--- src/inc/hbr_pkg.sv ---
package hbr_pkg;
  // control word width and fifo fill count width
  localparam int CTRL_W = 10;
  localparam int CNT_W = 5;
  // field positions in control register one
  localparam int CODE_LO_BIT = 2;
  localparam int CODE_HI_BIT = 3;
  localparam int TYPE_BIT = 4;
  localparam int POL_BIT = 5;
  localparam int DIR_BIT = 6;
  // register indexes
  localparam int REG0_IDX = 0;
  localparam int REG1_IDX = 1;
  // reset values: flag starts as active high pulse
  localparam logic [CTRL_W-1:0] CTRL0_RST = 10'h000;
  localparam logic [CTRL_W-1:0] CTRL1_RST = 10'h030;
  // step for the read counter
  localparam logic [CNT_W-1:0] CNT_ONE = 5'h01;
  localparam logic [CNT_W-1:0] CNT_ZERO = 5'h00;
  // thresholds by [channels-1][code]; reserved 4ch code reuses 12
  localparam logic [CNT_W-1:0] THR_TAB [0:3][0:3] = '{
    '{5'h01, 5'h04, 5'h08, 5'h0e},
    '{5'h02, 5'h04, 5'h08, 5'h0c},
    '{5'h03, 5'h06, 5'h09, 5'h0c},
    '{5'h04, 5'h08, 5'h0c, 5'h0c}
  };
  // ready flag sequencer states
  typedef enum logic [4:0] {
    S_CHECK = 5'h01,
    S_LEVEL = 5'h02,
    S_PEND = 5'h04,
    S_PULSE = 5'h08,
    S_WAIT = 5'h10
  } hbr_state_t;
endpackage

--- src/inc/hbr_strobe_if.sv ---
`timescale 1ns/1ns
// internal strobes from the pin gate to the port logic
interface hbr_strobe_if;
  logic rd_int; // internal fetch strobe, high active
  logic wr_int; // internal store strobe, high active
  logic rd_rise; // one cycle at strobe start
  logic rd_fall; // one cycle at strobe end
  modport gen (output rd_int, output wr_int, output rd_rise, output rd_fall);
  modport use_side (input rd_int, input wr_int, input rd_rise, input rd_fall);
endinterface

--- src/logic/hbr_host_port.sv ---
`timescale 1ns/1ns
module hbr_host_port
  import hbr_pkg::*;
#(
  parameter int DATA_W = 10
)
(
  input wire logic clk_sys,
  input wire logic nrst,
  input wire logic clk_en,
  // host pins, all taken as synchronous
  input wire logic chip_sel_low_n,
  input wire logic chip_sel_high,
  input wire logic fetch_n,
  input wire logic store_n,
  input wire logic reg_sel,
  input wire logic [CTRL_W-1:0] data_in,
  // fifo side
  input wire logic [DATA_W-1:0] fifo_word,
  input wire logic [CNT_W-1:0] fifo_count,
  // converter status
  input wire logic [1:0] chan_count,
  input wire logic cont_mode,
  input wire logic conversion_clock_in,
  // outputs, all from flops
  output logic [DATA_W-1:0] data_out,
  output logic data_oe,
  output logic fifo_pop,
  output logic [CTRL_W-1:0] ctrl0,
  output logic [CTRL_W-1:0] ctrl1,
  output logic fifo_ready_flag
);

  // internal strobes from the pin gate
  hbr_strobe_if sb ();

  // control registers, indexed by reg_sel
  logic [CTRL_W-1:0] ctrl_reg [0:1];

  // sampled conversion clock, two stages for edges
  logic cclk_q;
  logic cclk_q2;

  // flag sequencer
  hbr_state_t state;
  hbr_state_t next_state;

  // reads still owed since the trigger was met
  logic [CNT_W-1:0] reads_left;
  logic [CNT_W-1:0] next_reads_left;

  // ---------------------------------------------------
  // decode of control fields
  // ---------------------------------------------------

  // direction select mode
  wire dir_mode = ctrl_reg[REG1_IDX][DIR_BIT];

  // pulse type when set, level when clear
  wire pulse_type = ctrl_reg[REG1_IDX][TYPE_BIT];

  // active high when set, active low when clear
  wire pol_high = ctrl_reg[REG1_IDX][POL_BIT];

  // two bit threshold code
  wire [1:0] thr_code = {ctrl_reg[REG1_IDX][CODE_HI_BIT],
                         ctrl_reg[REG1_IDX][CODE_LO_BIT]};

  // threshold picked by channel count and code
  wire [CNT_W-1:0] thr = THR_TAB[chan_count][thr_code];

  // trigger: fifo holds at least the threshold
  wire trig_met = (fifo_count >= thr);

  // conversion clock edges, seen one sample late
  wire cclk_rise = cclk_q & ~cclk_q2;
  wire cclk_fall = ~cclk_q & cclk_q2;

  // a completed read while reads are still owed
  wire read_done = sb.rd_fall & (reads_left != CNT_ZERO);

  // all owed reads finished
  wire reads_clear = (reads_left == CNT_ZERO);

  // flag active in these two states
  wire next_active = (next_state == S_LEVEL) |
                     (next_state == S_PULSE);

  // polarity applied before the output flop
  wire next_flag = pol_high ? next_active : ~next_active;

  // ---------------------------------------------------
  // strobe generation
  // ---------------------------------------------------

  // pin gate: selects, fetch and store into strobes
  hbr_strobe_gate u_gate (
    .clk_sys(clk_sys),
    .nrst(nrst),
    .clk_en(clk_en),
    .chip_sel_low_n(chip_sel_low_n),
    .chip_sel_high(chip_sel_high),
    .fetch_n(fetch_n),
    .store_n(store_n),
    .dir_mode(dir_mode),
    .sb(sb.gen)
  );

  // ---------------------------------------------------
  // control register writes
  // ---------------------------------------------------

  // written every cycle of the store strobe, so the
  // value held is the bus word just before it ends;
  // this honours data setup to the first invalid edge
  always_ff @(posedge clk_sys) begin
    if (!nrst) begin
      ctrl_reg[REG0_IDX] <= CTRL0_RST;
      ctrl_reg[REG1_IDX] <= CTRL1_RST;
    end else if (clk_en && sb.wr_int) begin
      // only these two registers are host writable
      ctrl_reg[reg_sel] <= data_in;
    end
  end

  // register contents straight out
  assign ctrl0 = ctrl_reg[REG0_IDX];
  assign ctrl1 = ctrl_reg[REG1_IDX];

  // ---------------------------------------------------
  // read path
  // ---------------------------------------------------

  // head word caught at strobe start, then popped;
  // drivers on for the whole strobe, one cycle late
  always_ff @(posedge clk_sys) begin
    if (!nrst) begin
      data_out <= '0;
      data_oe <= 1'b0;
      fifo_pop <= 1'b0;
    end else if (clk_en) begin
      // enable follows the strobe
      data_oe <= sb.rd_int;
      // one pop per strobe
      fifo_pop <= sb.rd_rise;
      if (sb.rd_rise) begin
        // capture before the pop moves the head
        data_out <= fifo_word;
      end
    end
  end

  // ---------------------------------------------------
  // conversion clock sampling
  // ---------------------------------------------------

  // input already synchronous; second stage gives edges
  always_ff @(posedge clk_sys) begin
    if (!nrst) begin
      cclk_q <= 1'b0;
      cclk_q2 <= 1'b0;
    end else if (clk_en) begin
      cclk_q <= conversion_clock_in;
      cclk_q2 <= cclk_q;
    end
  end

  // ---------------------------------------------------
  // ready flag sequencer
  // ---------------------------------------------------

  // next state; a pulse waits for a rising edge of the
  // conversion clock and ends at the falling one, so it
  // is exactly half a period wide; in single mode the
  // clock may stand still, so the pulse is one cycle
  always_comb begin
    next_state = state;
    case (state)
      // trigger is checked only here
      S_CHECK: begin
        if (trig_met) begin
          if (!pulse_type) begin
            next_state = S_LEVEL;
          end else if (cont_mode) begin
            next_state = S_PEND;
          end else begin
            next_state = S_PULSE;
          end
        end
      end
      // level held until the first read starts
      S_LEVEL: begin
        if (sb.rd_rise) begin
          next_state = S_WAIT;
        end
      end
      // align pulse start to a clock rise
      S_PEND: begin
        if (cclk_rise) begin
          next_state = S_PULSE;
        end
      end
      // pulse ends at the clock fall, or after one cycle in single mode
      S_PULSE: begin
        if (!cont_mode || cclk_fall) begin
          next_state = S_WAIT;
        end
      end
      // hold off until the owed reads are done
      S_WAIT: begin
        if (reads_clear) begin
          next_state = S_CHECK;
        end
      end
      // illegal code: back to checking
      default: begin
        next_state = S_CHECK;
      end
    endcase
  end

  // owed read count: loaded at trigger, counted down
  // by completed reads in every other state
  always_comb begin
    next_reads_left = reads_left;
    if (state == S_CHECK) begin
      if (trig_met) begin
        next_reads_left = thr;
      end
    end else if (read_done) begin
      next_reads_left = reads_left - CNT_ONE;
    end
  end

  // sequencer flops; flag leaves reset inactive
  // for the reset polarity, active high
  always_ff @(posedge clk_sys) begin
    if (!nrst) begin
      state <= S_CHECK;
      reads_left <= CNT_ZERO;
      fifo_ready_flag <= 1'b0;
    end else if (clk_en) begin
      state <= next_state;
      reads_left <= next_reads_left;
      fifo_ready_flag <= next_flag;
    end
  end

  // note: changing the type or code bits while a
  // flag is outstanding takes effect at the next check
endmodule // hbr_host_port

--- src/logic/hbr_strobe_gate.sv ---
`timescale 1ns/1ns
module hbr_strobe_gate
  import hbr_pkg::*;
(
  input wire logic clk_sys,
  input wire logic nrst,
  input wire logic clk_en,
  input wire logic chip_sel_low_n,
  input wire logic chip_sel_high,
  input wire logic fetch_n,
  input wire logic store_n,
  input wire logic dir_mode,
  hbr_strobe_if.gen sb
);
  // both selects valid
  wire qual = ~chip_sel_low_n & chip_sel_high;
  // read request: direction pin high, or fetch pin low
  wire rd_pin = dir_mode ? store_n : ~fetch_n;
  // write request: store pin low in both modes
  wire wr_pin = ~store_n;
  // fetch pin ignored in direction mode
  wire fetch_idle = dir_mode | fetch_n;
  // start needs the other strobe idle
  wire rd_go = qual & rd_pin & ~wr_pin;
  wire wr_go = qual & wr_pin & fetch_idle;
  // once on, a strobe ends at the first input to drop
  wire next_rd = sb.rd_int ? (qual & rd_pin) : rd_go;
  wire next_wr = sb.wr_int ? (qual & wr_pin) : wr_go;

  // strobe flops and edge pulses
  always_ff @(posedge clk_sys) begin
    if (!nrst) begin
      sb.rd_int <= 1'b0;
      sb.wr_int <= 1'b0;
      sb.rd_rise <= 1'b0;
      sb.rd_fall <= 1'b0;
    end else if (clk_en) begin
      sb.rd_int <= next_rd;
      sb.wr_int <= next_wr;
      sb.rd_rise <= next_rd & ~sb.rd_int;
      sb.rd_fall <= ~next_rd & sb.rd_int;
    end
  end
endmodule // hbr_strobe_gate

--- config.mk ---
export PLATFORM = sky130hd
export DESIGN_NAME = hbr_host_port
export DESIGN_NICKNAME = d
export VERILOG_FILES = /design/src/inc/hbr_pkg.sv /design/src/inc/hbr_strobe_if.sv /design/src/logic/hbr_host_port.sv /design/src/logic/hbr_strobe_gate.sv
export SDC_FILE = /design/constraint.sdc
export NUM_CORES = 1
export LEC_CHECK = 0
export BUFFER_PORTS_ARGS = -buffer_cell sky130_fd_sc_hd__buf_2
export CORE_MARGIN = 3
export CORE_UTILIZATION = 50
export DETAILED_ROUTE_END_ITERATION = 7
export PLACE_DENSITY = 0.78
export SLEW_MARGIN = 20
export SYNTH_ARGS = -nofsm -noshare
export SYNTH_HDL_FRONTEND = slang
export SYNTH_SLANG_ARGS = --single-unit
--- constraint.sdc ---
create_clock -name clk_sys -period 2.7 [get_ports clk_sys]
set_input_delay 0.54 -clock clk_sys [delete_from_list [all_inputs] [get_ports clk_sys]]
set_output_delay 0.54 -clock clk_sys [all_outputs]
set_load 0.01 [all_outputs]
==> impl_metrics.json <==
{
  "power.density_nw_per_um2": 513,
  "cap_violations": 0,
  "detailroute.via_count": 2181,
  "seq_area_frac_synth": 0.473,
  "layout.cells.most_common_list": "buf_2 (69), dfxtp_1 (29), nand2_1 (28)",
  "drt_pass1_iterations": 4,
  "final_critical_path_setup_slack_ns": 0.137,
  "grt_first_pass_wirelength_mm": 9.46,
  "worst-path-max-fanout": 6,
  "syn-mean-instance-area_um2": 9.11,
  "clk_root_buffer_cell": "clkbuf_8",
  "numClockSinks": 49,
  "insertion_delay_ns": 0.30,
  "antenna_cells_inserted": 0,
  "arrival_ns": 2.77,
  "htreeDepth": 2,
  "setup_viol": 0,
  "cts_tree": "yes",
  "post_synth_instance_area_um2": 2500,
  "start_util": 0.522,
  "worstPathCellList": "buf_2 -> inv_1 -> ha_1 -> mux2_2 -> a22oi_1 -> ha_1 -> or4_1 -> a21oi_1 -> or4b_4 -> a21oi_1 -> a311oi_2",
  "yosys.area_share.simple": 0.263,
  "cts-resized-gates": 0,
  "cts_inserted_buffers": 5,
  "rsz0062_at_grt": "false",
  "power.leakage_uw": 0.00126,
  "synth-adder-area-share": 0.0451,
  "syn_inst": 274,
  "worst_setup_path_startpoint": "chan_count[0]",
  "syn2layout_area_growth_pct": 18.8,
  "total_power_consumption_of_the_routed_design_uw": 1520,
  "final-hold-violation-count": 0,
  "worst_hold_path_type": "reg -> reg",
  "clock_tree.buffer_depth": 2,
  "grt_overflow": 0,
  "final_layout_size_suffix_gt1_frac": 0.254,
  "finish.instance_area_um2": 2970,
  "area_of_the_die_um2": 5880,
  "die_w_um": 76.7,
  "criticalPathCategory": "in -> reg",
  "maximum_number_of_pins_on_one_net_before_global_route_repair": 26,
  "crit_required_ns": 2.90,
  "ant_nets": 0,
  "synthDistinctLibCells": 45,
  "drt_initial_violations": 234,
  "hold_path.startpoint": "data_out[0]$_SDFFE_PN0P_",
  "run_status": "finished, final reports clean",
  "main_combinational_cell_family_by_area_after_synthesis": "simple AND/OR/NAND/NOR gates",
  "cp_num_buf_inv": 2,
  "wl_per_cell_um": 13.6,
  "residual_drc_count": 0,
  "initial_antenna_violation_count": 0,
  "fin_util": 0.620,
  "fp.coreArea_um2": 4790,
  "synth_mux_area_frac": 0.0125,
  "yosys_warnings": 0,
  "final_common_cell": "buf_2",
  "detailed_place.area_um2": 2880,
  "syn_nets": 320,
  "dominantRegCellSynth": "dfxtp_1",
  "r2r_slack_ns": 0.18,
  "route.final.wire_length_mm": 5.51,
  "min_period_over_period": 0.949,
  "hold_slack_ns": 0.458,
  "final_net_count": 384,
  "postCtsHoldBufs": 0,
  "start_kind": "input pin",
  "crit_path_top_delay_cell": "or4_1",
  "crit_family": "compound AO/OA/AOI/OAI gates",
  "ios": 70,
  "slew_violations": 0,
  "place.detailed.hpwl_mm": 3.99,
  "worstSetupEndpointType": "flip-flop",
  "r2r-start": "ctrl_reg[1][3]$_SDFFCE_PN0P_",
  "worstMarginPinSlew_ns": 0.520,
  "cts.reportedPaths.clkPinSlew_ns": 0.09,
  "postCtsSetupRepairBufs": 0,
  "finalWeightedCongestion": 0.948,
  "grt.total_usage": 0.196,
  "placementRows": 25,
  "grt_pass1_vias": 2102,
  "post_synthesis_async_set_or_reset_flop_share": 0,
  "synth-compound-area-share": 0.150,
  "worst_slack_at_placement_ns": -0.0693,
  "largest_register_ffs": 20,
  "clock.fmax_mhz": 390,
  "yosys_register_bits": 49,
  "relSlewSlack": 0.651,
  "cp_slowest_stage_delay_ns": 0.46,
  "worst_clock_skew_ns": 0.00836,
  "detail_route.vias_per_cell": 5.37,
  "synth_enable_flop_cells": 20,
  "die_h_um": 76.7,
  "final.min_clock_period_ns": 2.56,
  "synth_xor_xnor_area_share": 0.00351,
  "vdd.ir_drop.worst_mv": 0.299,
  "port_buffers": 69
}
worst min-delay path: cells and delay by family (launching register included):
| kind | cells | cell delay [ns] |
|---|---|---|
| flip-flops | 1 | 0.32 |
| AND/OR/NAND/NOR | 1 | 0.05 |
| AO/OA/AOI/OAI | 1 | 0.05 |
layout make-up:
class / count / area (um2)
flip-flops and latches: 49 / 1180
clock buffers: 5 / 68.8
inverters: 12 / 45.0
clock inverters: 3 / 21.3
repair buffers: 74 / 383
fillers: 414 / 1820
well taps: 67 / 83.8
multi-input cells: 196 / 1180
path summary, 6_finish.rpt:
path,endpoint,cells after the start
setup reg to reg,fifo_ready_flag$_SDFFE_PN0P_,8
setup / recovery,fifo_ready_flag$_SDFFE_PN0P_,11
hold reg to reg,data_out[0]$_SDFFE_PN0P_,2
hold / removal,data_out[0]$_SDFFE_PN0P_,2
routing by layer:
metal | routed length, um | GRT usage
met1 | 2280 | 0.243
met2 | 2610 | 0.321
met3 | 469 | 0.0563
met4 | 153 | 0.0815
met5 | 0 | 0
cell usage after synthesis (3+ instances only):
cell      count  area share
nor2b_1       4       0.010
nand2_1      28       0.042
buf_4         3      0.0090
and2_1       21       0.053
nand2b_1     10       0.025
nor3_1       11       0.022
nor2_1       20       0.030
clkbuf_1      9       0.014
buf_2         4      0.0080
o22ai_1       4       0.010
a22o_1        3       0.011
edfxtp_1     20        0.24
a21oi_1      26       0.052
ha_1          9       0.045
or3_1         4       0.010
inv_1        12       0.018
dfxtp_1      29        0.23
nand3_1       6       0.012
o21ai_0      16       0.032
metrics by stage:
step                      setup TNS [ns]  instances
after floorplan                        0        274
after global placement                 0        398
after detailed placement          -0.384        398
after CTS                              0        406
after global routing                   0        406
final                                  0        406
kinds of logic after synthesis:
logic type,after synthesis
buffers and inverters,29
AO/OA/AOI/OAI,62
flip-flops,49
multiplexers,3
AND/OR/NAND/NOR,121
XOR/XNOR,1
adder cells (fa/ha/maj),9
power by group:
group          switching, uW  total [uW]  internal, uW
Combinational            147         259           112
Sequential              30.9         829           798
Clock                    250         434           184
Power figures use the tool's default switching activity.
